===== src/design/drl_regs.svh =====
// Purpose: Register offsets, field layout, reset values and frame sizes of the ladder control.
// Assumes: Included by bare name; definitions only.
// Notes: One channel owns two adjacent bits in every two-bit-per-channel register.
`ifndef DRL_REGS_SVH
`define DRL_REGS_SVH

`define DRL_CH_NUM 8
`define DRL_CODE_W 12
`define DRL_ADDR_W 5
`define DRL_DATA_W 16

`define DRL_REG_CODE0 5'h00
`define DRL_REG_REFSEL 5'h08
`define DRL_REG_PWRDN 5'h09
`define DRL_REG_GAIN 5'h0A
`define DRL_REG_LOCK 5'h1B

`define DRL_CODE_POR 12'h000
`define DRL_PWRDN_POR 16'h0000
`define DRL_GAIN_POR 8'h00
`define DRL_MASK_OCTAL2 16'hFFFF
`define DRL_MASK_QUAD2 16'h00FF
`define DRL_MASK_OCTAL1 8'hFF
`define DRL_MASK_QUAD1 8'h0F
`define DRL_GAIN_LSB 8

`define DRL_FRAME_BITS 5'd24
`define DRL_CMD_BITS 5'd8
`define DRL_CMD_WRITE 2'h0
`define DRL_CMD_READ 2'h3

`endif


===== src/design/drl_pkg.sv =====
// Purpose: Shared types of the ladder control.
// Assumes: Used with drl_regs.svh for constants.
// Notes: Nothing here is imported; users write drl_pkg::name.
package drl_pkg;

    typedef enum logic [1:0] {
        DRL_REF_VDD = 2'b00,
        DRL_REF_BG = 2'b01,
        DRL_REF_PIN = 2'b10,
        DRL_REF_PINBUF = 2'b11
    } drl_ref_t;

    typedef enum logic [1:0] {
        DRL_SPI_IDLE = 2'b00,
        DRL_SPI_CMD = 2'b01,
        DRL_SPI_DATA = 2'b10,
        DRL_SPI_DONE = 2'b11
    } drl_spi_state_t;

endpackage


===== src/design/drl_ctrl.sv =====
// Purpose: Per-channel lock, reference select, power-down and wiper decode of a ladder DAC.
// Assumes: Serial pins and program pin are asynchronous; stored values are on clk.
// Notes: resetn stands for power-on and brown-out reset.
// How it works
// - Lock register sixteen bits; quad upper half zero
// - Pair 11 blocks code and configuration writes
// - Pair 10 blocks code writes only
// - Pair 01 blocks configuration writes only
// - Pair 00 leaves everything writable
// - Power-down select bits are never locked
// - Eight independent channels in octal, four in quad, each fully separate
// - Code register selects the ladder tap directly
// - Highest tap is element count minus one
// - Power-down opens the reference switch
// - Two-bit field picks one of four sources
// - Reset loads reference select from stored value
// - Supply source keeps reference pin disconnected
// - Supply source forces unity gain
// - Lock register writes need program pin high
`timescale 1ns/10ps
`include "drl_regs.svh"
module drl_ctrl #(
    parameter bit OCTAL = 1'b1,
    parameter int RES_BITS = 12
) (
    // Clock and reset
    input wire logic clk,
    input wire logic resetn,
    // Serial pins
    input wire logic spiSck,
    input wire logic spiCsN,
    input wire logic spiMosi,
    output logic spiMiso,
    output logic spiMisoOe,
    // Program pin and stored values
    input wire logic highVoltageProgramPin,
    input wire logic [15:0] nvRefSel,
    input wire logic [15:0] nvLock,
    // Ladder controls
    output logic [`DRL_CH_NUM*`DRL_CODE_W-1:0] wiperTap,
    output logic [`DRL_CH_NUM*4-1:0] refSrcSel,
    output logic [`DRL_CH_NUM-1:0] refSwitchClosed,
    output logic [`DRL_CH_NUM-1:0] gainEff,
    output logic [15:0] pwrdnMode
);
    localparam logic [`DRL_CODE_W-1:0] CODE_MASK = `DRL_CODE_W'((1 << RES_BITS) - 1);
    localparam logic [15:0] MASK2 = OCTAL ? `DRL_MASK_OCTAL2 : `DRL_MASK_QUAD2;
    localparam logic [7:0] MASK1 = OCTAL ? `DRL_MASK_OCTAL1 : `DRL_MASK_QUAD1;

    logic [`DRL_CODE_W-1:0] code_reg [`DRL_CH_NUM];
    logic [15:0] refSel_reg;
    logic [15:0] pwrdn_reg;
    logic [7:0] gain_reg;
    logic [15:0] lock_reg;
    logic startup_reg;
    logic [1:0] hvSync_reg;
    logic wrStb;
    logic [`DRL_ADDR_W-1:0] regAddr;
    logic [`DRL_DATA_W-1:0] wrData;
    logic [`DRL_DATA_W-1:0] rdData;
    logic [15:0] refSel_next;
    logic [7:0] gain_next;
    logic [`DRL_CH_NUM*`DRL_CODE_W-1:0] codeFlat;

    // Lock pair decode: upper bit guards code, lower bit guards configuration
    function automatic logic codeLocked(input logic [15:0] lk, input int ch);
        codeLocked = lk[2*ch+1];
    endfunction

    function automatic logic cfgLocked(input logic [15:0] lk, input int ch);
        cfgLocked = lk[2*ch];
    endfunction

    drl_spi u_spi (
        .clk(clk),
        .resetn(resetn),
        .spiSck(spiSck),
        .spiCsN(spiCsN),
        .spiMosi(spiMosi),
        .spiMiso(spiMiso),
        .spiMisoOe(spiMisoOe),
        .wrStb(wrStb),
        .regAddr(regAddr),
        .wrData(wrData),
        .rdData(rdData)
    );

    always_ff @(posedge clk or negedge resetn) begin
        if (!resetn) begin
            hvSync_reg <= 2'h0;
        end else begin
            hvSync_reg <= {hvSync_reg[0], highVoltageProgramPin};
        end
    end

    // Stored values are taken one edge after release, never under reset itself
    always_ff @(posedge clk or negedge resetn) begin
        if (!resetn) begin
            startup_reg <= 1'b1;
        end else begin
            startup_reg <= 1'b0;
        end
    end

    // Code registers, one per channel
    genvar gc;
    generate
        for (gc = 0; gc < `DRL_CH_NUM; gc++) begin : g_code
            always_ff @(posedge clk or negedge resetn) begin
                if (!resetn) begin
                    code_reg[gc] <= `DRL_CODE_POR;
                end else if (wrStb && regAddr == `DRL_REG_CODE0 + 5'(gc)
                             && (OCTAL || gc < 4) && !codeLocked(lock_reg, gc)) begin
                    code_reg[gc] <= wrData[`DRL_CODE_W-1:0] & CODE_MASK;
                end
            end
            assign codeFlat[gc*`DRL_CODE_W +: `DRL_CODE_W] = code_reg[gc];
        end
    endgenerate

    // Per-channel merge of configuration writes with the lock pair
    always_comb begin
        refSel_next = refSel_reg;
        gain_next = gain_reg;
        for (int ch = 0; ch < `DRL_CH_NUM; ch++) begin
            if (!cfgLocked(lock_reg, ch)) begin
                refSel_next[2*ch +: 2] = wrData[2*ch +: 2];
                gain_next[ch] = wrData[`DRL_GAIN_LSB + ch];
            end
        end
        refSel_next = refSel_next & MASK2;
        gain_next = gain_next & MASK1;
    end

    always_ff @(posedge clk or negedge resetn) begin
        if (!resetn) begin
            refSel_reg <= 16'h0000;
        end else if (startup_reg) begin
            refSel_reg <= nvRefSel & MASK2;
        end else if (wrStb && regAddr == `DRL_REG_REFSEL) begin
            refSel_reg <= refSel_next;
        end
    end

    always_ff @(posedge clk or negedge resetn) begin
        if (!resetn) begin
            gain_reg <= `DRL_GAIN_POR;
        end else if (wrStb && regAddr == `DRL_REG_GAIN) begin
            gain_reg <= gain_next;
        end
    end

    // Power-down has no lock so a locked channel can still be woken
    always_ff @(posedge clk or negedge resetn) begin
        if (!resetn) begin
            pwrdn_reg <= `DRL_PWRDN_POR;
        end else if (wrStb && regAddr == `DRL_REG_PWRDN) begin
            pwrdn_reg <= wrData & MASK2;
        end
    end

    always_ff @(posedge clk or negedge resetn) begin
        if (!resetn) begin
            lock_reg <= 16'h0000;
        end else if (startup_reg) begin
            lock_reg <= nvLock & MASK2;
        end else if (wrStb && regAddr == `DRL_REG_LOCK && hvSync_reg[1]) begin
            lock_reg <= wrData & MASK2;
        end
    end

    always_comb begin
        rdData = 16'h0000;
        case (regAddr)
            `DRL_REG_REFSEL: rdData = refSel_reg;
            `DRL_REG_PWRDN: rdData = pwrdn_reg;
            `DRL_REG_GAIN: rdData = {gain_reg, 8'h00};
            `DRL_REG_LOCK: rdData = lock_reg;
            default: begin
                if (regAddr < `DRL_REG_REFSEL) begin
                    rdData = {4'h0, code_reg[regAddr[2:0]]};
                end
            end
        endcase
    end

    // Ladder controls registered; one cycle behind the configuration
    always_ff @(posedge clk or negedge resetn) begin
        if (!resetn) begin
            wiperTap <= '0;
            refSrcSel <= '0;
            refSwitchClosed <= '0;
            gainEff <= '0;
            pwrdnMode <= 16'h0000;
        end else begin
            wiperTap <= codeFlat;
            pwrdnMode <= pwrdn_reg;
            for (int ch = 0; ch < `DRL_CH_NUM; ch++) begin
                refSwitchClosed[ch] <= (pwrdn_reg[2*ch +: 2] == 2'b00)
                                       && (OCTAL || ch < 4);
                gainEff[ch] <= gain_reg[ch]
                               && refSel_reg[2*ch +: 2] != drl_pkg::DRL_REF_VDD;
                refSrcSel[4*ch +: 4] <= 4'h0;
                if (pwrdn_reg[2*ch +: 2] == 2'b00 && (OCTAL || ch < 4)) begin
                    refSrcSel[4*ch + refSel_reg[2*ch +: 2]] <= 1'b1;
                end
            end
        end
    end

    // Checks sit one edge behind the registers they watch, except tapMax_a, quadUpperZero_a and quadChanIdle_a, which check in the same cycle
    generate
        for (gc = 0; gc < `DRL_CH_NUM; gc++) begin : g_chk
            codeLockHold_a: assert property (@(posedge clk) disable iff (!resetn)
                $past(wrStb) && $past(regAddr) == `DRL_REG_CODE0 + 5'(gc)
                && $past(lock_reg[2*gc+1]) |-> $stable(code_reg[gc]))
                else $error("locked code register changed");
            codeWriteTakes_a: assert property (@(posedge clk) disable iff (!resetn)
                wrStb && regAddr == `DRL_REG_CODE0 + 5'(gc) && !lock_reg[2*gc+1]
                && (OCTAL || gc < 4)
                |=> code_reg[gc] == ($past(wrData[`DRL_CODE_W-1:0]) & CODE_MASK))
                else $error("unlocked code write lost");
            cfgLockHold_a: assert property (@(posedge clk) disable iff (!resetn)
                !startup_reg && lock_reg[2*gc] |=> $stable(refSel_reg[2*gc +: 2])
                && $stable(gain_reg[gc]))
                else $error("locked configuration changed");
            refOpen_a: assert property (@(posedge clk) disable iff (!resetn)
                pwrdn_reg[2*gc +: 2] != 2'b00 |=> !refSwitchClosed[gc]
                && refSrcSel[4*gc +: 4] == 4'h0)
                else $error("reference switch closed in power-down");
            gainUnity_a: assert property (@(posedge clk) disable iff (!resetn)
                refSel_reg[2*gc +: 2] == 2'b00 |=> !gainEff[gc])
                else $error("gain above unity on supply source");
            pinIsolated_a: assert property (@(posedge clk) disable iff (!resetn)
                refSel_reg[2*gc +: 2] == 2'b00 |=> refSrcSel[4*gc+2] == 1'b0
                && refSrcSel[4*gc+3] == 1'b0)
                else $error("reference pin tied to supply-sourced ladder");
            tapMax_a: assert property (@(posedge clk) disable iff (!resetn)
                wiperTap[gc*`DRL_CODE_W +: `DRL_CODE_W] <= CODE_MASK)
                else $error("wiper beyond top tap");
            tapFollows_a: assert property (@(posedge clk) disable iff (!resetn)
                wiperTap[gc*`DRL_CODE_W +: `DRL_CODE_W] == $past(code_reg[gc]))
                else $error("wiper tap not following code register");
            srcOneHot_a: assert property (@(posedge clk) disable iff (!resetn)
                pwrdn_reg[2*gc +: 2] == 2'b00 && (OCTAL || gc < 4)
                |=> $onehot(refSrcSel[4*gc +: 4]))
                else $error("reference source not one of four");
            supplyRoute_a: assert property (@(posedge clk) disable iff (!resetn)
                refSel_reg[2*gc +: 2] == 2'b00 && pwrdn_reg[2*gc +: 2] == 2'b00
                && (OCTAL || gc < 4) |=> refSrcSel[4*gc])
                else $error("supply not routed to ladder");
            switchLive_a: assert property (@(posedge clk) disable iff (!resetn)
                pwrdn_reg[2*gc +: 2] == 2'b00 && (OCTAL || gc < 4) |=> refSwitchClosed[gc])
                else $error("reference switch open while powered");
            cfgWriteTakes_a: assert property (@(posedge clk) disable iff (!resetn)
                wrStb && regAddr == `DRL_REG_REFSEL && !lock_reg[2*gc] && !startup_reg
                |=> refSel_reg[2*gc +: 2] == ($past(wrData[2*gc +: 2]) & MASK2[2*gc +: 2]))
                else $error("unlocked reference select write lost");
            gainWriteTakes_a: assert property (@(posedge clk) disable iff (!resetn)
                wrStb && regAddr == `DRL_REG_GAIN && !lock_reg[2*gc]
                |=> gain_reg[gc] == ($past(wrData[`DRL_GAIN_LSB + gc]) && MASK1[gc]))
                else $error("unlocked gain write lost");
            codeQuadOff_a: assert property (@(posedge clk) disable iff (!resetn)
                wrStb && regAddr == `DRL_REG_CODE0 + 5'(gc) && !(OCTAL || gc < 4)
                |=> $stable(code_reg[gc]))
                else $error("absent channel code changed");
        end
    endgenerate

    pwrdnFree_a: assert property (@(posedge clk) disable iff (!resetn)
        wrStb && regAddr == `DRL_REG_PWRDN |=> pwrdn_reg == ($past(wrData) & MASK2))
        else $error("power-down write blocked");
    quadUpperZero_a: assert property (@(posedge clk) disable iff (!resetn)
        !OCTAL |-> lock_reg[15:8] == 8'h00)
        else $error("quad lock upper half nonzero");
    startupLoad_a: assert property (@(posedge clk) disable iff (!resetn)
        startup_reg |=> refSel_reg == ($past(nvRefSel) & MASK2))
        else $error("reference select not loaded at reset");
    lockNeedsHv_a: assert property (@(posedge clk) disable iff (!resetn)
        wrStb && regAddr == `DRL_REG_LOCK && !hvSync_reg[1] && !startup_reg
        |=> $stable(lock_reg))
        else $error("lock changed without program pin");
    lockWriteTakes_a: assert property (@(posedge clk) disable iff (!resetn)
        wrStb && regAddr == `DRL_REG_LOCK && hvSync_reg[1] && !startup_reg
        |=> lock_reg == ($past(wrData) & MASK2))
        else $error("permitted lock write lost");

    // Absent quad channels must stay dark
    quadChanIdle_a: assert property (@(posedge clk) disable iff (!resetn)
        !OCTAL |-> refSwitchClosed[7:4] == 4'h0 && refSrcSel[31:16] == 16'h0000
        && wiperTap[95:48] == 48'h0)
        else $error("absent channel drives ladder");
endmodule


===== src/design/drl_spi.sv =====
// Purpose: Serial slave, mode 00, oversampled on clk; 8-bit command then 16 data bits.
// Assumes: Serial clock well below a quarter of clk.
// Notes: A write surfaces as a one-cycle strobe after the 24th rising serial edge.
`timescale 1ns/10ps
`include "drl_regs.svh"
module drl_spi (
    // Clock and reset
    input wire logic clk,
    input wire logic resetn,
    // Serial pins
    input wire logic spiSck,
    input wire logic spiCsN,
    input wire logic spiMosi,
    output logic spiMiso,
    output logic spiMisoOe,
    // Register side
    output logic wrStb,
    output logic [`DRL_ADDR_W-1:0] regAddr,
    output logic [`DRL_DATA_W-1:0] wrData,
    input wire logic [`DRL_DATA_W-1:0] rdData
);
    logic [2:0] sckSync_reg;
    logic [1:0] csSync_reg;
    logic [1:0] mosiSync_reg;
    logic [4:0] bitCnt_reg;
    logic [`DRL_DATA_W-1:0] shift_reg;
    logic [`DRL_DATA_W-1:0] tx_reg;
    logic [1:0] cmd_reg;
    drl_pkg::drl_spi_state_t state_reg;
    logic sckRise;
    logic sckFall;
    logic csActive;
    logic bitIn;

    // Third sck stage only feeds edge detection; first stages stay clean
    always_ff @(posedge clk or negedge resetn) begin
        if (!resetn) begin
            sckSync_reg <= 3'h0;
            csSync_reg <= 2'h3;
            mosiSync_reg <= 2'h0;
        end else begin
            sckSync_reg <= {sckSync_reg[1:0], spiSck};
            csSync_reg <= {csSync_reg[0], spiCsN};
            mosiSync_reg <= {mosiSync_reg[0], spiMosi};
        end
    end

    assign sckRise = sckSync_reg[1] & ~sckSync_reg[2];
    assign sckFall = ~sckSync_reg[1] & sckSync_reg[2];
    assign csActive = ~csSync_reg[1];
    assign bitIn = mosiSync_reg[1];

    always_ff @(posedge clk or negedge resetn) begin
        if (!resetn) begin
            state_reg <= drl_pkg::DRL_SPI_IDLE;
            bitCnt_reg <= 5'h00;
            shift_reg <= 16'h0000;
            cmd_reg <= 2'h0;
            regAddr <= 5'h00;
            wrData <= 16'h0000;
            wrStb <= 1'b0;
        end else begin
            wrStb <= 1'b0;
            if (!csActive) begin
                state_reg <= drl_pkg::DRL_SPI_IDLE;
                bitCnt_reg <= 5'h00;
            end else if (sckRise) begin
                shift_reg <= {shift_reg[14:0], bitIn};
                bitCnt_reg <= bitCnt_reg + 5'h01;
                case (state_reg)
                    drl_pkg::DRL_SPI_IDLE,
                    drl_pkg::DRL_SPI_CMD: begin
                        state_reg <= drl_pkg::DRL_SPI_CMD;
                        if (bitCnt_reg == `DRL_CMD_BITS - 5'd1) begin
                            regAddr <= shift_reg[6:2];
                            cmd_reg <= shift_reg[1:0];
                            state_reg <= drl_pkg::DRL_SPI_DATA;
                        end
                    end
                    drl_pkg::DRL_SPI_DATA: begin
                        if (bitCnt_reg == `DRL_FRAME_BITS - 5'd1) begin
                            state_reg <= drl_pkg::DRL_SPI_DONE;
                            if (cmd_reg == `DRL_CMD_WRITE) begin
                                wrStb <= 1'b1;
                                wrData <= {shift_reg[14:0], bitIn};
                            end
                        end
                    end
                    drl_pkg::DRL_SPI_DONE: begin
                        state_reg <= drl_pkg::DRL_SPI_DONE;
                    end
                    default: begin
                        state_reg <= drl_pkg::DRL_SPI_IDLE;
                    end
                endcase
            end
        end
    end

    // Read data loads one cycle after the command byte, well before the next falling edge
    always_ff @(posedge clk or negedge resetn) begin
        if (!resetn) begin
            tx_reg <= 16'h0000;
            spiMiso <= 1'b0;
        end else if (!csActive) begin
            spiMiso <= 1'b0;
        end else if (state_reg == drl_pkg::DRL_SPI_DATA && bitCnt_reg == `DRL_CMD_BITS
                     && !sckRise && !sckFall && cmd_reg == `DRL_CMD_READ
                     && tx_reg == 16'h0000 && spiMiso == 1'b0) begin
            spiMiso <= rdData[15];
            tx_reg <= {rdData[14:0], 1'b0};
        end else if (sckFall && state_reg == drl_pkg::DRL_SPI_DATA
                     && bitCnt_reg > `DRL_CMD_BITS) begin
            spiMiso <= tx_reg[15];
            tx_reg <= {tx_reg[14:0], 1'b0};
        end else if (state_reg != drl_pkg::DRL_SPI_DATA) begin
            tx_reg <= 16'h0000;
        end
    end

    assign spiMisoOe = csActive;

    wrOnFrameEnd_a: assert property (@(posedge clk) disable iff (!resetn)
        wrStb |-> $past(bitCnt_reg) == `DRL_FRAME_BITS - 5'd1 && $past(sckRise))
        else $error("write strobe outside frame end");
endmodule


===== config.mk =====
export PLATFORM = sky130hd
export DESIGN_NAME = drl_ctrl
export DESIGN_NICKNAME = d
export VERILOG_FILES = /design/src/design/drl_pkg.sv /design/src/design/drl_ctrl.sv /design/src/design/drl_spi.sv
export VERILOG_INCLUDE_DIRS = /design/src /design/src/design
export SDC_FILE = /design/constraint.sdc
export NUM_CORES = 1
export LEC_CHECK = 0
export ABC_AREA = 1
export BUFFER_PORTS_ARGS = -buffer_cell sky130_fd_sc_hd__buf_2
export CORE_MARGIN = 2
export CORE_UTILIZATION = 45
export CTS_BUF_LIST = sky130_fd_sc_hd__clkbuf_4 sky130_fd_sc_hd__clkbuf_8
export DETAILED_ROUTE_END_ITERATION = 16
export HOLD_SLACK_MARGIN = 0.05
export PLACE_DENSITY = 0.66
export SKIP_LAST_GASP = 1
export SLEW_MARGIN = 20
export SYNTH_ARGS = -nofsm -noshare
export SYNTH_HDL_FRONTEND = slang
export SYNTH_SLANG_ARGS = --single-unit

===== constraint.sdc =====
create_clock -name clk -period 1.81 [get_ports clk]
set_input_delay 0.543 -clock clk [delete_from_list [all_inputs] [get_ports clk]]
set_output_delay 0.543 -clock clk [all_outputs]
set_load 0.01 [all_outputs]

### Word level (Yosys, flattened, before mapping)

Index checks and enable logic that the tools add are counted.

* logic and storage cells: 284
* output and inout port bits: 162
* register bits after elaboration: 385
* bits of input ports: 38

* equal/unequal tests: 28
* add/sub/neg operators: 8
* reductions and logical operators: 102
* bitwise operators: 23
* mux-type cells: 59
* magnitude comparators: 19

Operator list (number)
* $mux W16: 8
* $pmux W16 S4: 1
* $mux W12: 4
* $logic_and A1 B1 Y1: 45
* $reduce_and A2 Y1: 19
* $bmux W12 S3: 1
* $demux W1 S5: 7
* $mux W32: 1
* $or A28 B32 Y32: 1
* $mux W28: 1
* $or A24 B28 Y28: 1
* $eq A5 B3 Y1 const B: 5
* $add A5 B2 Y6 const A: 4
* $ge A6 B1 Y1 const B: 4
* $lt A6 B6 Y1 const B: 4
* $mux W2: 12
* $mux W24: 1
* $or A20 B24 Y24: 1
* $reduce_bool A2 Y1: 11
* $eq A5 B4 Y1 const B: 4
* $logic_not A2 Y1: 10
* $mux W20: 1
* $or A16 B20 Y20: 1
* $logic_not A16 Y1: 1
* other kinds (39): 91

### Longest topological paths before layout

Gate-level depths: netlist of the first run.

* depth in word-level cells: 20
* mapped depth: 14

### Cells and area by module

Synthesis of the first run repeated with hierarchy kept, for this count alone.

* cell total of the unflattened synthesis: 1670
* area, all modules: 15243.4 um2

By module, submodules not included
* drl_ctrl: area each 12169.2 um2, instances 1, cells an instance 1299, sequential area each 7883.8 um2
* drl_spi: area each 3074.2 um2, instances 1, cells an instance 371, sequential area each 1729.2 um2

### Worst setup path after synthesis of the first run

Ideal clock, no wire load.

* path kind: reg2reg
* from: register u_spi.bitCnt_reg[0]
* to: register u_spi.tx_reg[12]
* data arrival time: 1.513 ns
* slack: 0.180 ns
* setup time: 0.117 ns
* cell stages (with the launch flop): 15
* buffers on the path: 1
* period minus slack after synthesis: 1.630 ns
* cells stage by stage: dfrtp_1 > inv_1 > ha_1 > nand2_1 > nor3_2 > inv_1 > nor2_1 > nand2_1 > nand2_2 > nand2_2 > nand2_2 > inv_2 > buf_6 > nand2_1 > nand2_1

* word-level cells in the longest chain between the ends: 9
* elaborated cells on any way between the ends: 13
* classes of those cells: 1 x order compare; 1 x eq/ne; 2 x mux; 9 x reduce/logical

RTL lines
* from (decl): line drl_spi.sv:25 `logic [4:0] bitCnt_reg;`
* from (signal assigned): line drl_spi.sv:69 `bitCnt_reg <= bitCnt_reg + 5'h01;`
* $eq A5 B4 Y1 (no source line)
* $logic_and A1 B1 Y1 (no source line)
* $logic_and A1 B1 Y1 (2 in a row): line drl_spi.sv:107 `` end else if (state_reg == drl_pkg::DRL_SPI_DATA && bitCnt_reg == `DRL_CMD_BITS ``
* $logic_and A1 B1 Y1 (no source line)
* $logic_and A1 B1 Y1 (2 in a row): line drl_spi.sv:107
* $reduce_bool A3 Y1 (no source line)
* $reduce_and A2 Y1 (no source line)
* to (signal assigned): line drl_spi.sv:111 `tx_reg <= {rdData[14:0], 1'b0};`
* to (signal assigned): line drl_spi.sv:115 `tx_reg <= {tx_reg[14:0], 1'b0};`
* to (decl): line drl_spi.sv:27 `` logic [`DRL_DATA_W-1:0] tx_reg; ``

Several ways; a longest one is shown, not always the timed one.
A chain may end at the register's enable or synchronous reset.

### Worst setup path after layout of the first run

* from: register u_spi.csSync_reg[1]
* to: output port spiMisoOe

* word-level cells in the longest chain between the ends: 1

RTL lines
* from (decl): line drl_spi.sv:23 `logic [1:0] csSync_reg;`
* from (signal assigned): line drl_spi.sv:43 `csSync_reg <= {csSync_reg[0], spiCsN};`
* $not A1 Y1 (no source line)
* to (decl): line drl_ctrl.sv:34 `output logic spiMisoOe,`

Every way passes these cells.

==> run_results.csv, run 1 <==
group,metric,value,unit
hold_path,whs_path_depth,3,
finish,seq_area,9620,um^2
yosys,syn_avg_cell_area,9.51,um^2
critical_path,rr_startpoint,"u_spi.bitCnt_reg[0]$_DFFE_PN0P_",
power_and_ir_drop,peakVddDrop,0.000499,V
timing,fmax,524,MHz
critical_path,cp-start-kind,"flip-flop",
power_and_ir_drop,combPwrFrac,0.041,
die,die-height,186,um
power_and_ir_drop,p_switching,0.00394,W
cts,cts_max_path_buffers,3,
cts,clock_latency,0.60,ns
power_and_ir_drop,p_per_area,963,nW/um^2
global_routing,grt_max_degree,49,
hold_path,hold_class,"input pin to flip-flop",
cts,clk_pin_slew,0.06,ns
die,ios,200,
yosys,synth_cell_types,40,
drt,wl,41300,um
drt,vias_per_cell,5.08,
timing,fin_ws,-0.0966,ns
die,initial_core_util,0.456,
die,die_w,186,um
place,dp_slack,0.0174,ns
power_and_ir_drop,p_sw_frac,0.222,
hold_path,min_to,"lock_reg[10]$_DFFE_PN0P_",
yosys,syn-instance-count,1560,
timing,fin_skew,0.0230,ns
drt,dr.pass1.iters,5,
critical_path,endpoint_kind,"primary output",
yosys,yosys_warnings,0,
drt,drtIter0Drc,1120,
power_and_ir_drop,p_clk_frac,0.457,
drt,route.detailed.drc,0,
die,core_area,32500,um^2
drt,wire_per_inst,17.7,um
timing,timing.final.crit_period,1.91,ns
critical_path,r2r_end,"u_spi.tx_reg[7]$_DFFE_PN0P_",
critical_path,ff2ff_path_depth,12,
global_routing,grt_pass1_wl,63400,um
cts,h-tree-depth,2,
die,num_rows,66,
global_routing,antenna_found_initial,0,
status,violations,"negative setup slack",
critical_path,required,1.27,ns
yosys,ys_seq_area_frac,0.648,
global_routing,grt_usage,0.242,
drt,num_vias,11800,
critical_path,cp.arrival,1.36,ns
cts,cts_buffers,59,
status,status,"complete, but fails checks",
global_routing,grt_remaining_overflow,0,
place,port_buffers,199,
finish,syn2layout_area_growth,24.4,%
drt,ant_nets,0,
power_and_ir_drop,p_seq_frac,0.502,
timing,slew_headroom,0.622,
finish,final_cells,2328,
timing,finalHoldViolCount,0,
yosys,syn_nets,1600,
timing,period_share,1.05,
power_and_ir_drop,leakagePower,9.55,nW
flow_run,maxCapViolCount,0,
place,gp_congestion,0.958,
global_routing,grt_pass1_vias,11200,
timing,finalMaxSlewViolations,0,
place,dp_hpwl,30000,um
die,die_area,34400,um^2
critical_path,setup.worst_path.class,"flip-flop to primary output",
yosys,netlist_area,14800,um^2
place,dp.cells,2199,
cts,tritoncts,"yes",
timing,setup_viol,1,
hold_path,min_from,"nvLock[10]",
finish,drive_above_1_share,0.242,
yosys,async_reset_ff_frac,1.00,
yosys,synth_flop_cell,"dfrtp_1",
critical_path,path_max_fanout,2,
finish,fin_nets,1874,
critical_path,rrSetupSlack,0.03,ns
timing,rsz0062_at_grt,"true",
finish,multi_input_area,4640,um^2
yosys,ys_seq_elements,384,
timing,worst_pin_slew,0.566,ns
yosys,synth-edff-count,0,
power_and_ir_drop,internal-power,0.0138,W
cts,clock_sinks,384,
cts,cts_root_buffer,"clkbuf_8",
finish,fillers,2890,
power by group through the flow:
stage,registers [W],clock network (W),logic [W]
6_report,0.00892,0.00812,0.000725
5_1_grt,0.00894,0.00868,0.000824
4_1_cts,0.00892,0.00829,0.000709
3_5_place_dp,0.00907,0,0.000694
3_3_place_gp,0.00907,0,0.000682
2_1_floorplan,0.00905,0,0.000241
kinds of logic (layout without fill, tap and decap cells):
family / after synthesis / after routing / synth area share
AO/OA/AOI/OAI: 250 / 250 / 0.0903
adder cells (fa/ha/maj): 2 / 2 / 0.00169
buffers and inverters: 187 / 512 / 0.0520
flip-flops: 384 / 384 / 0.648
other: 1 / 2 / 0.000253
AND/OR/NAND/NOR: 736 / 736 / 0.208
what timing repair did:
action	in CTS	in global routing
buffers inserted	1	9
endpoints found under the hold margin	18	0
pin swaps	0	21
cloned	0	1
endpoints found under the setup margin	1	63
hold buffers	5	0
resized for setup	2	71
area by class of cell:
type / count / share of cell area
antenna: 1 / 0.000136
clock buffer: 95 / 0.0654
clock inverter: 17 / 0.0105
inverter: 124 / 0.0264
multi-input combinational: 989 / 0.251
sequential: 384 / 0.521
tap: 442 / 0.0300
timing repair buffer: 275 / 0.0945
timing repair inverter: 1 / 0.000610
worst max-delay path: stages (launching register included):
cell	delay [ns]
dfstp_2	0.55
clkinvlp_4	0.11
buf_6	0.13
through the flow:
step	total power [W]	setup TNS [ns]	instance area, um^2	hold WS [ns]	util
6_report	0.0178	-0.0966	18500	0.226	0.567
5_1_grt	0.0184	-1.46	18500	0.217	0.567
4_1_cts	0.0179	-0.128	18100	0.188	0.557
3_5_place_dp	0.00976	0	16700	0.340	0.512
3_3_place_gp	0.00975	0	16700	0.332	0.512
2_1_floorplan	0.00930	0	14800	0.247	-
worst max-delay path by stage:
stage | start | endpoint | slack, ns | cells past startpoint
final | u_spi.csSync_reg[1]$_DFF_PN1_ | spiMisoOe | -0.1 | 2
after floorplan | u_spi.bitCnt_reg[0]$_DFFE_PN0P_ | u_spi.tx_reg[12]$_DFFE_PN0P_ | 0.18 | 14
after global routing | u_spi.csSync_reg[1]$_DFF_PN1_ | spiMisoOe | -0.15 | 2
after CTS | u_spi.csSync_reg[1]$_DFF_PN1_ | spiMisoOe | -0.13 | 2
after detailed placement | u_spi.regAddr[0]$_DFFE_PN0P_ | refSel_reg[2]$_DFFE_PN0P_ | 0.02 | 8
after global placement | u_spi.bitCnt_reg[0]$_DFFE_PN0P_ | u_spi.tx_reg[7]$_DFFE_PN0P_ | 0.04 | 12
cell usage after synthesis (2+ instances only):
| cell | instances | area share |
|---|---|---|
| dfstp_2 | 3 | 0.0053 |
| nand4_1 | 7 | 0.0030 |
| dfrtp_1 | 381 | 0.64 |
| nor3_1 | 36 | 0.012 |
| a22oi_1 | 7 | 0.0035 |
| o211ai_1 | 5 | 0.0025 |
| nor3_2 | 2 | 0.0013 |
| o21a_1 | 6 | 0.0030 |
| buf_6 | 3 | 0.0023 |
| a31oi_1 | 13 | 0.0055 |
| nand3_1 | 78 | 0.026 |
| clkbuf_1 | 33 | 0.0083 |
| inv_1 | 114 | 0.029 |
| o22ai_1 | 2 | 0.00084 |
| nor2_1 | 81 | 0.020 |
| ha_1 | 2 | 0.0017 |
| buf_1 | 2 | 0.00051 |
| nor2_4 | 2 | 0.0015 |
| o21ai_1 | 6 | 0.0020 |
| inv_2 | 7 | 0.0018 |
| nand2_2 | 6 | 0.0025 |
| a21oi_1 | 24 | 0.0081 |
| nand2_1 | 512 | 0.13 |
| o21ai_0 | 180 | 0.061 |
| buf_2 | 20 | 0.0067 |
| nor2_8 | 4 | 0.0054 |
| nand2_4 | 4 | 0.0030 |
| o21ai_2 | 4 | 0.0024 |
| buf_4 | 5 | 0.0025 |
layer usage:
layer / vias up / share of wire / global-route usage
met4: 0 / 0.033 / 0.0920
met1: 5694 / 0.46 / 0.368
li1: 5578 / - / -
met3: 86 / 0.075 / 0.0380
met5: - / 0 / 0
met2: 459 / 0.44 / 0.350
layout by cell type, fill, tap and decap left out, types with 5 or more instances in the layout:
cell type and n:
a21oi_1 23, a22oi_1 6, a31oi_1 13, buf_12 11
buf_2 197, buf_4 57, clkbuf_4 16, clkbuf_8 79
clkinv_2 11, dfrtp_1 377, dlygate4sd3_1 5, inv_1 111
inv_2 7, nand2_1 489, nand2_2 18, nand2_4 14
nand3_1 75, nand4_1 7, nor2_1 79, nor3_1 36
o211ai_1 5, o21a_1 6, o21ai_0 176, o21ai_1 10
Note: power is estimated with default switching activity, not from simulation.
==> run 2: changes to the inputs <==
CAP_MARGIN = 20   (was unset)
SKIP_CTS_REPAIR_TIMING = 1   (was unset)
==> run 2 against run 1 <==
Net effect:
- largest cell class unchanged
- sequential power about the same
- die area unchanged
- register-to-register slack worse by 0.04 ns
- via count up 0.35%
- critical endpoint unchanged
- the run still ends with negative setup slack left
==> run_results.csv, run 2 (same netlist as run 1, synthesis figures left out) <==
group,metric,value,unit
drt,ant_nets,0,
timing,rsz0062_at_grt,"true",
critical_path,path_max_fanout,2,
finish,drive_above_1_share,0.247,
finish,multi_input_area,4650,um^2
finish,fillers,2896,
critical_path,endpoint_kind,"primary output",
die,die-height,186,um
cts,cts_root_buffer,"clkbuf_8",
place,dp.cells,2199,
timing,fmax,525,MHz
power_and_ir_drop,leakagePower,9.55,nW
place,dp_hpwl,30000,um
cts,h-tree-depth,2,
timing,finalHoldViolCount,0,
place,dp_slack,0.0174,ns
timing,period_share,1.05,
cts,cts_max_path_buffers,3,
timing,worst_pin_slew,0.571,ns
finish,final_cells,2332,
timing,setup_viol,2,
die,ios,200,
die,core_area,32500,um^2
die,die_area,34400,um^2
drt,num_vias,11900,
power_and_ir_drop,p_per_area,961,nW/um^2
drt,wire_per_inst,17.8,um
finish,syn2layout_area_growth,24.7,%
die,num_rows,66,
place,port_buffers,199,
flow_run,maxCapViolCount,0,
global_routing,grt_remaining_overflow,0,
global_routing,antenna_found_initial,0,
timing,fin_skew,0.0228,ns
drt,wl,41400,um
critical_path,cp-start-kind,"flip-flop",
cts,tritoncts,"yes",
critical_path,required,1.27,ns
die,die_w,186,um
status,status,"complete, but fails checks",
critical_path,setup.worst_path.class,"flip-flop to primary output",
cts,clk_pin_slew,0.06,ns
finish,fin_nets,1879,
drt,dr.pass1.iters,7,
finish,layout_common_cells,"nand2_1 (487), dfrtp_1 (377), buf_2 (197), o21ai_0 (176), inv_1 (109)",
timing,fin_ws,-0.0933,ns
global_routing,grt_pass1_vias,11100,
die,initial_core_util,0.456,
drt,vias_per_cell,5.08,
cts,cts_buffers,59,
timing,slew_headroom,0.619,
cts,clock_sinks,384,
cts,clock_latency,0.60,ns
hold_path,hold_class,"input pin to flip-flop",
timing,timing.final.crit_period,1.90,ns
global_routing,grt_pass1_wl,63300,um
power_and_ir_drop,peakVddDrop,0.000506,V
finish,final_common_cell,"nand2_1",
drt,route.detailed.drc,0,
global_routing,grt_max_degree,49,
finish,seq_area,9620,um^2
global_routing,grt_usage,0.242,
place,gp_congestion,0.958,
critical_path,cp.arrival,1.36,ns
status,violations,"negative setup slack",
timing,finalMaxSlewViolations,0,
finish,diodes,0,
drt,drtIter0Drc,1189,
==> run 2: cell count changes in the layout (fill, tap and decap cells not counted), moves of 2 or more <==
cell     delta
nand2_1     -2
nand3_2     +3
inv_1       -2
nand3_1     -3
buf_4       +4
nand2_2     +2
==> run 2: metrics by stage <==
stage	total power [W]	setup TNS (ns)	area (um^2)	utilization	hold WS (ns)
after floorplan	0.00930	0	14800	-	0.247
after global placement	0.00975	0	16700	0.512	0.332
after detailed placement	0.00976	0	16700	0.512	0.340
after CTS	0.0179	-0.204	18100	0.555	-0.177
after global routing	0.0184	-1.44	18500	0.569	0.217
final	0.0178	-0.105	18500	0.569	0.222
==> run 2: metal layers <==
metal	global-route usage	vias to the layer above	wire, um
met5	0	-	0
met4	0.0920	0	1450
met3	0.0380	88	2900
met2	0.350	473	17900
met1	0.367	5713	19100
li1	-	5584	-
==> run 2: path summary, 6_finish.rpt <==
kind / from / to / slack, ns / depth (start not counted)
setup / recovery: u_spi.csSync_reg[1]$_DFF_PN1_ / spiMisoOe / -0.09 / 2
hold / removal: nvLock[10] / lock_reg[10]$_DFFE_PN0P_ / 0.22 / 3
setup reg to reg: u_spi.bitCnt_reg[0]$_DFFE_PN0P_ / u_spi.tx_reg[3]$_DFFE_PN0P_ / -0.01 / 11
hold reg to reg: u_spi.sckSync_reg[0]$_DFF_PN0_ / u_spi.sckSync_reg[1]$_DFF_PN0_ / 0.35 / 0
max in group asynchronous: resetn / refSrcSel[21]$_DFF_PN0_ / 0.66 / 3
min in group asynchronous: resetn / codeFlat[21]$_DFFE_PN0P_ / 0.44 / 2
==> run 2: report_power, final <==
part / switching, W / internal [W] / leakage (nW)
sequential: 0.000152 / 0.00877 / 5.20
combinational: 0.000483 / 0.000246 / 3.61
clock: 0.00332 / 0.00481 / 0.742
total: 0.00395 / 0.0138 / 9.55
==> run 2: critical path: stages, from the launching register on <==
cell	delay, ns
dfstp_2	0.55
clkinvlp_4	0.11
buf_6	0.13
==> run 2: cell type report <==
cell class	instances	share of cell area
flip-flops and latches	384	0.520
clock inverters	17	0.0105
well taps	442	0.0299
multi-input cells	989	0.252
repair inverters	2	0.000744
repair buffers	279	0.0959
clock buffers	95	0.0652
inverters	124	0.0266
==> run 3: changes to the inputs <==
CORE_UTILIZATION = 50   (was 45)
PLACE_DENSITY = 0.72   (was 0.66)
==> run 3 against run 2 <==
Net effect:
- the flow still finishes with violations (negative setup slack)
- final cell count down 3.0%
- sequential share of layout area up 0.92 points
- total power down 4.8%
- critical path depth unchanged
- routed wire length down 1.3%
- first-iteration DRC count up 0.67%
- critical path type unchanged
==> run_results.csv, run 3 (same netlist as run 1, synthesis figures left out) <==
group,metric,value,unit
drt,dr.pass1.iters,5,
timing,period_share,1.04,
global_routing,grt_max_degree,48,
critical_path,ff2ff_path_depth,12,
global_routing,grt_remaining_overflow,0,
die,num_rows,63,
finish,finalInstanceArea,18200,um^2
cts,cts_max_path_buffers,3,
critical_path,rrSetupSlack,0.07,ns
drt,route.detailed.drc,0,
power_and_ir_drop,p_switching,0.00379,W
global_routing,grt_pass1_vias,11100,
place,gp_congestion,0.943,
finish,syn2layout_area_growth,22.5,%
power_and_ir_drop,p_seq_frac,0.527,
die,die-height,176,um
power_and_ir_drop,power,0.0169,W
global_routing,grt_pass1_wl,62600,um
place,port_buffers,199,
die,core_area,29400,um^2
critical_path,critical_path.cell_chain,"clkinvlp_4 > buf_6",
critical_path,crit_family,"flip-flops",
timing,fin_ws,-0.0761,ns
cts,clock_latency,0.59,ns
cts,cts_root_buffer,"clkbuf_8",
global_routing,antenna_found_initial,0,
drt,ant_nets,0,
cts,clk_pin_slew,0.06,ns
die,initial_core_util,0.505,
drt,vias_per_cell,5.27,
cts,h-tree-depth,2,
power_and_ir_drop,combPwrFrac,0.043,
timing,whs,0.0795,ns
timing,rsz0062_at_grt,"true",
drt,wire_per_inst,18.1,um
cts,cts_buffers,57,
status,status,"complete, but fails checks",
power_and_ir_drop,internal-power,0.0131,W
power_and_ir_drop,p_clk_frac,0.430,
critical_path,cp.depth,2,
place,dp_hpwl,29200,um
timing,worst_pin_slew,0.597,ns
die,die_w,176,um
cts,clock_sinks,384,
finish,drive_above_1_share,0.229,
drt,drtIter0Drc,1197,
critical_path,cp-start-kind,"flip-flop",
flow_run,maxCapViolCount,0,
power_and_ir_drop,peakVddDrop,0.000522,V
critical_path,path_buf_inv,2,
cts,tritoncts,"yes",
finish,diodes,0,
hold_path,hold_class,"input pin to flip-flop",
critical_path,crit_end,"spiMisoOe",
critical_path,cp.arrival,1.34,ns
drt,wl,40900,um
power_and_ir_drop,leakagePower,9.38,nW
critical_path,crit_slowest_cell,"dfstp_2",
die,die_area,31100,um^2
finish,layout_common_cells,"nand2_1 (508), dfrtp_1 (378), buf_2 (198), o21ai_0 (174), inv_1 (109)",
timing,timing.final.crit_period,1.89,ns
critical_path,setup.worst_path.class,"flip-flop to primary output",
die,ios,200,
timing,setup_viol,1,
global_routing,use_met3,0.0540,
timing,slew_headroom,0.601,
global_routing,grt_usage,0.264,
critical_path,endpoint_kind,"primary output",
finish,final_cells,2261,
global_routing,gr-usage-met2,0.387,
status,violations,"negative setup slack",
critical_path,r2r_end,"u_spi.tx_reg[2]$_DFFE_PN0P_",
critical_path,setup.worst_path.start,"u_spi.csSync_reg[1]$_DFF_PN1_",
timing,fmax,530,MHz
finish,final_common_cell,"nand2_1",
global_routing,busiest_layer,"met1",
power_and_ir_drop,p_per_area,931,nW/um^2
place,dp.cells,2144,
critical_path,path_max_fanout,2,
finish,fin_nets,1869,
timing,finalMaxSlewViolations,0,
timing,finalHoldViolCount,0,
critical_path,crit_path_max_incr_delay,0.56,ns
power_and_ir_drop,p_sw_frac,0.224,
critical_path,rr_startpoint,"u_spi.bitCnt_reg[0]$_DFFE_PN0P_",
place,dpl_cell_area,16700,um^2
drt,num_vias,11900,
timing,fin_skew,0.0214,ns
global_routing,grtUsageMet1,0.400,
critical_path,required,1.27,ns
## run 3: cell count changes in the layout (fill, tap and decap cells not counted), moves of 4 or more
| cell | before | now |
|---|---|---|
| buf_12 | 11 | 17 |
| buf_4 | 61 | 46 |
| clkbuf_4 | 16 | 20 |
| clkbuf_8 | 79 | 72 |
| nand2_1 | 487 | 508 |
| nand2_2 | 20 | 5 |
| nand2_4 | 14 | 8 |
| nand3_1 | 72 | 77 |
| nand3_2 | 6 | 1 |
## run 3: metrics by stage
stage | TNS [ns] | util | worst slack (ns)
6_report | -0.0761 | 0.618 | -0.0761
2_1_floorplan | 0 | - | 0.180
4_1_cts | -0.312 | 0.608 | -0.312
5_1_grt | -0.255 | 0.618 | -0.139
3_5_place_dp | 0 | 0.567 | 0.00151
3_3_place_gp | 0 | 0.567 | 0.0470
## run 3: power groups by stage
stage / Clock (W) / Combinational [W] / Sequential (W)
after global routing: 0.00778 / 0.000824 / 0.00893
after global placement: 0 / 0.000696 / 0.00906
after CTS: 0.00740 / 0.000709 / 0.00892
after floorplan: 0 / 0.000241 / 0.00905
after detailed placement: 0 / 0.000706 / 0.00907
final: 0.00727 / 0.000733 / 0.00892
## run 3: final cells by class
| type | count | area, um^2 |
|---|---|---|
| flip-flops and latches | 384 | 9620 |
| repair inverters | 1 | 7.51 |
| clock inverters | 9 | 73.8 |
| well taps | 390 | 488 |
| repair buffers | 272 | 1820 |
| inverters | 124 | 484 |
| multi-input cells | 989 | 4560 |
| clock buffers | 92 | 1140 |
| fillers | 2443 | 11200 |
## run 3: how the worst min path moves through the flow
stage	start	end	slack, ns	cells past startpoint
final	spiSck	u_spi.sckSync_reg[0]$_DFF_PN0_	0.08	1
after global routing	spiSck	u_spi.sckSync_reg[0]$_DFF_PN0_	0.05	1
after CTS	resetn	codeFlat[89]$_DFFE_PN0P_	-0.12	1
after detailed placement	u_spi.mosiSync_reg[0]$_DFF_PN0_	u_spi.mosiSync_reg[1]$_DFF_PN0_	0.34	0
after global placement	u_spi.mosiSync_reg[0]$_DFF_PN0_	u_spi.mosiSync_reg[1]$_DFF_PN0_	0.33	0
after floorplan	resetn	codeFlat[0]$_DFFE_PN0P_	0.25	0
## run 3: worst reg2reg max path, stage by stage (launching register included)
cell and delay [ns]:
dfrtp_1 0.41, inv_2 0.08, ha_2 0.17, nand2_2 0.07, nor3_4 0.15, nand3_2 0.11, nor2_4 0.16, buf_12 0.12
clkbuf_16 0.14, nand3_1 0.10, nand3_1 0.08, nand2_1 0.05, nand2_1 0.05
## run 3: per-layer routing
metal,wire [um],up-vias
met5,0,-
met4,1080,0
met3,3840,79
met2,18200,552
met1,17800,5738
li1,-,5555
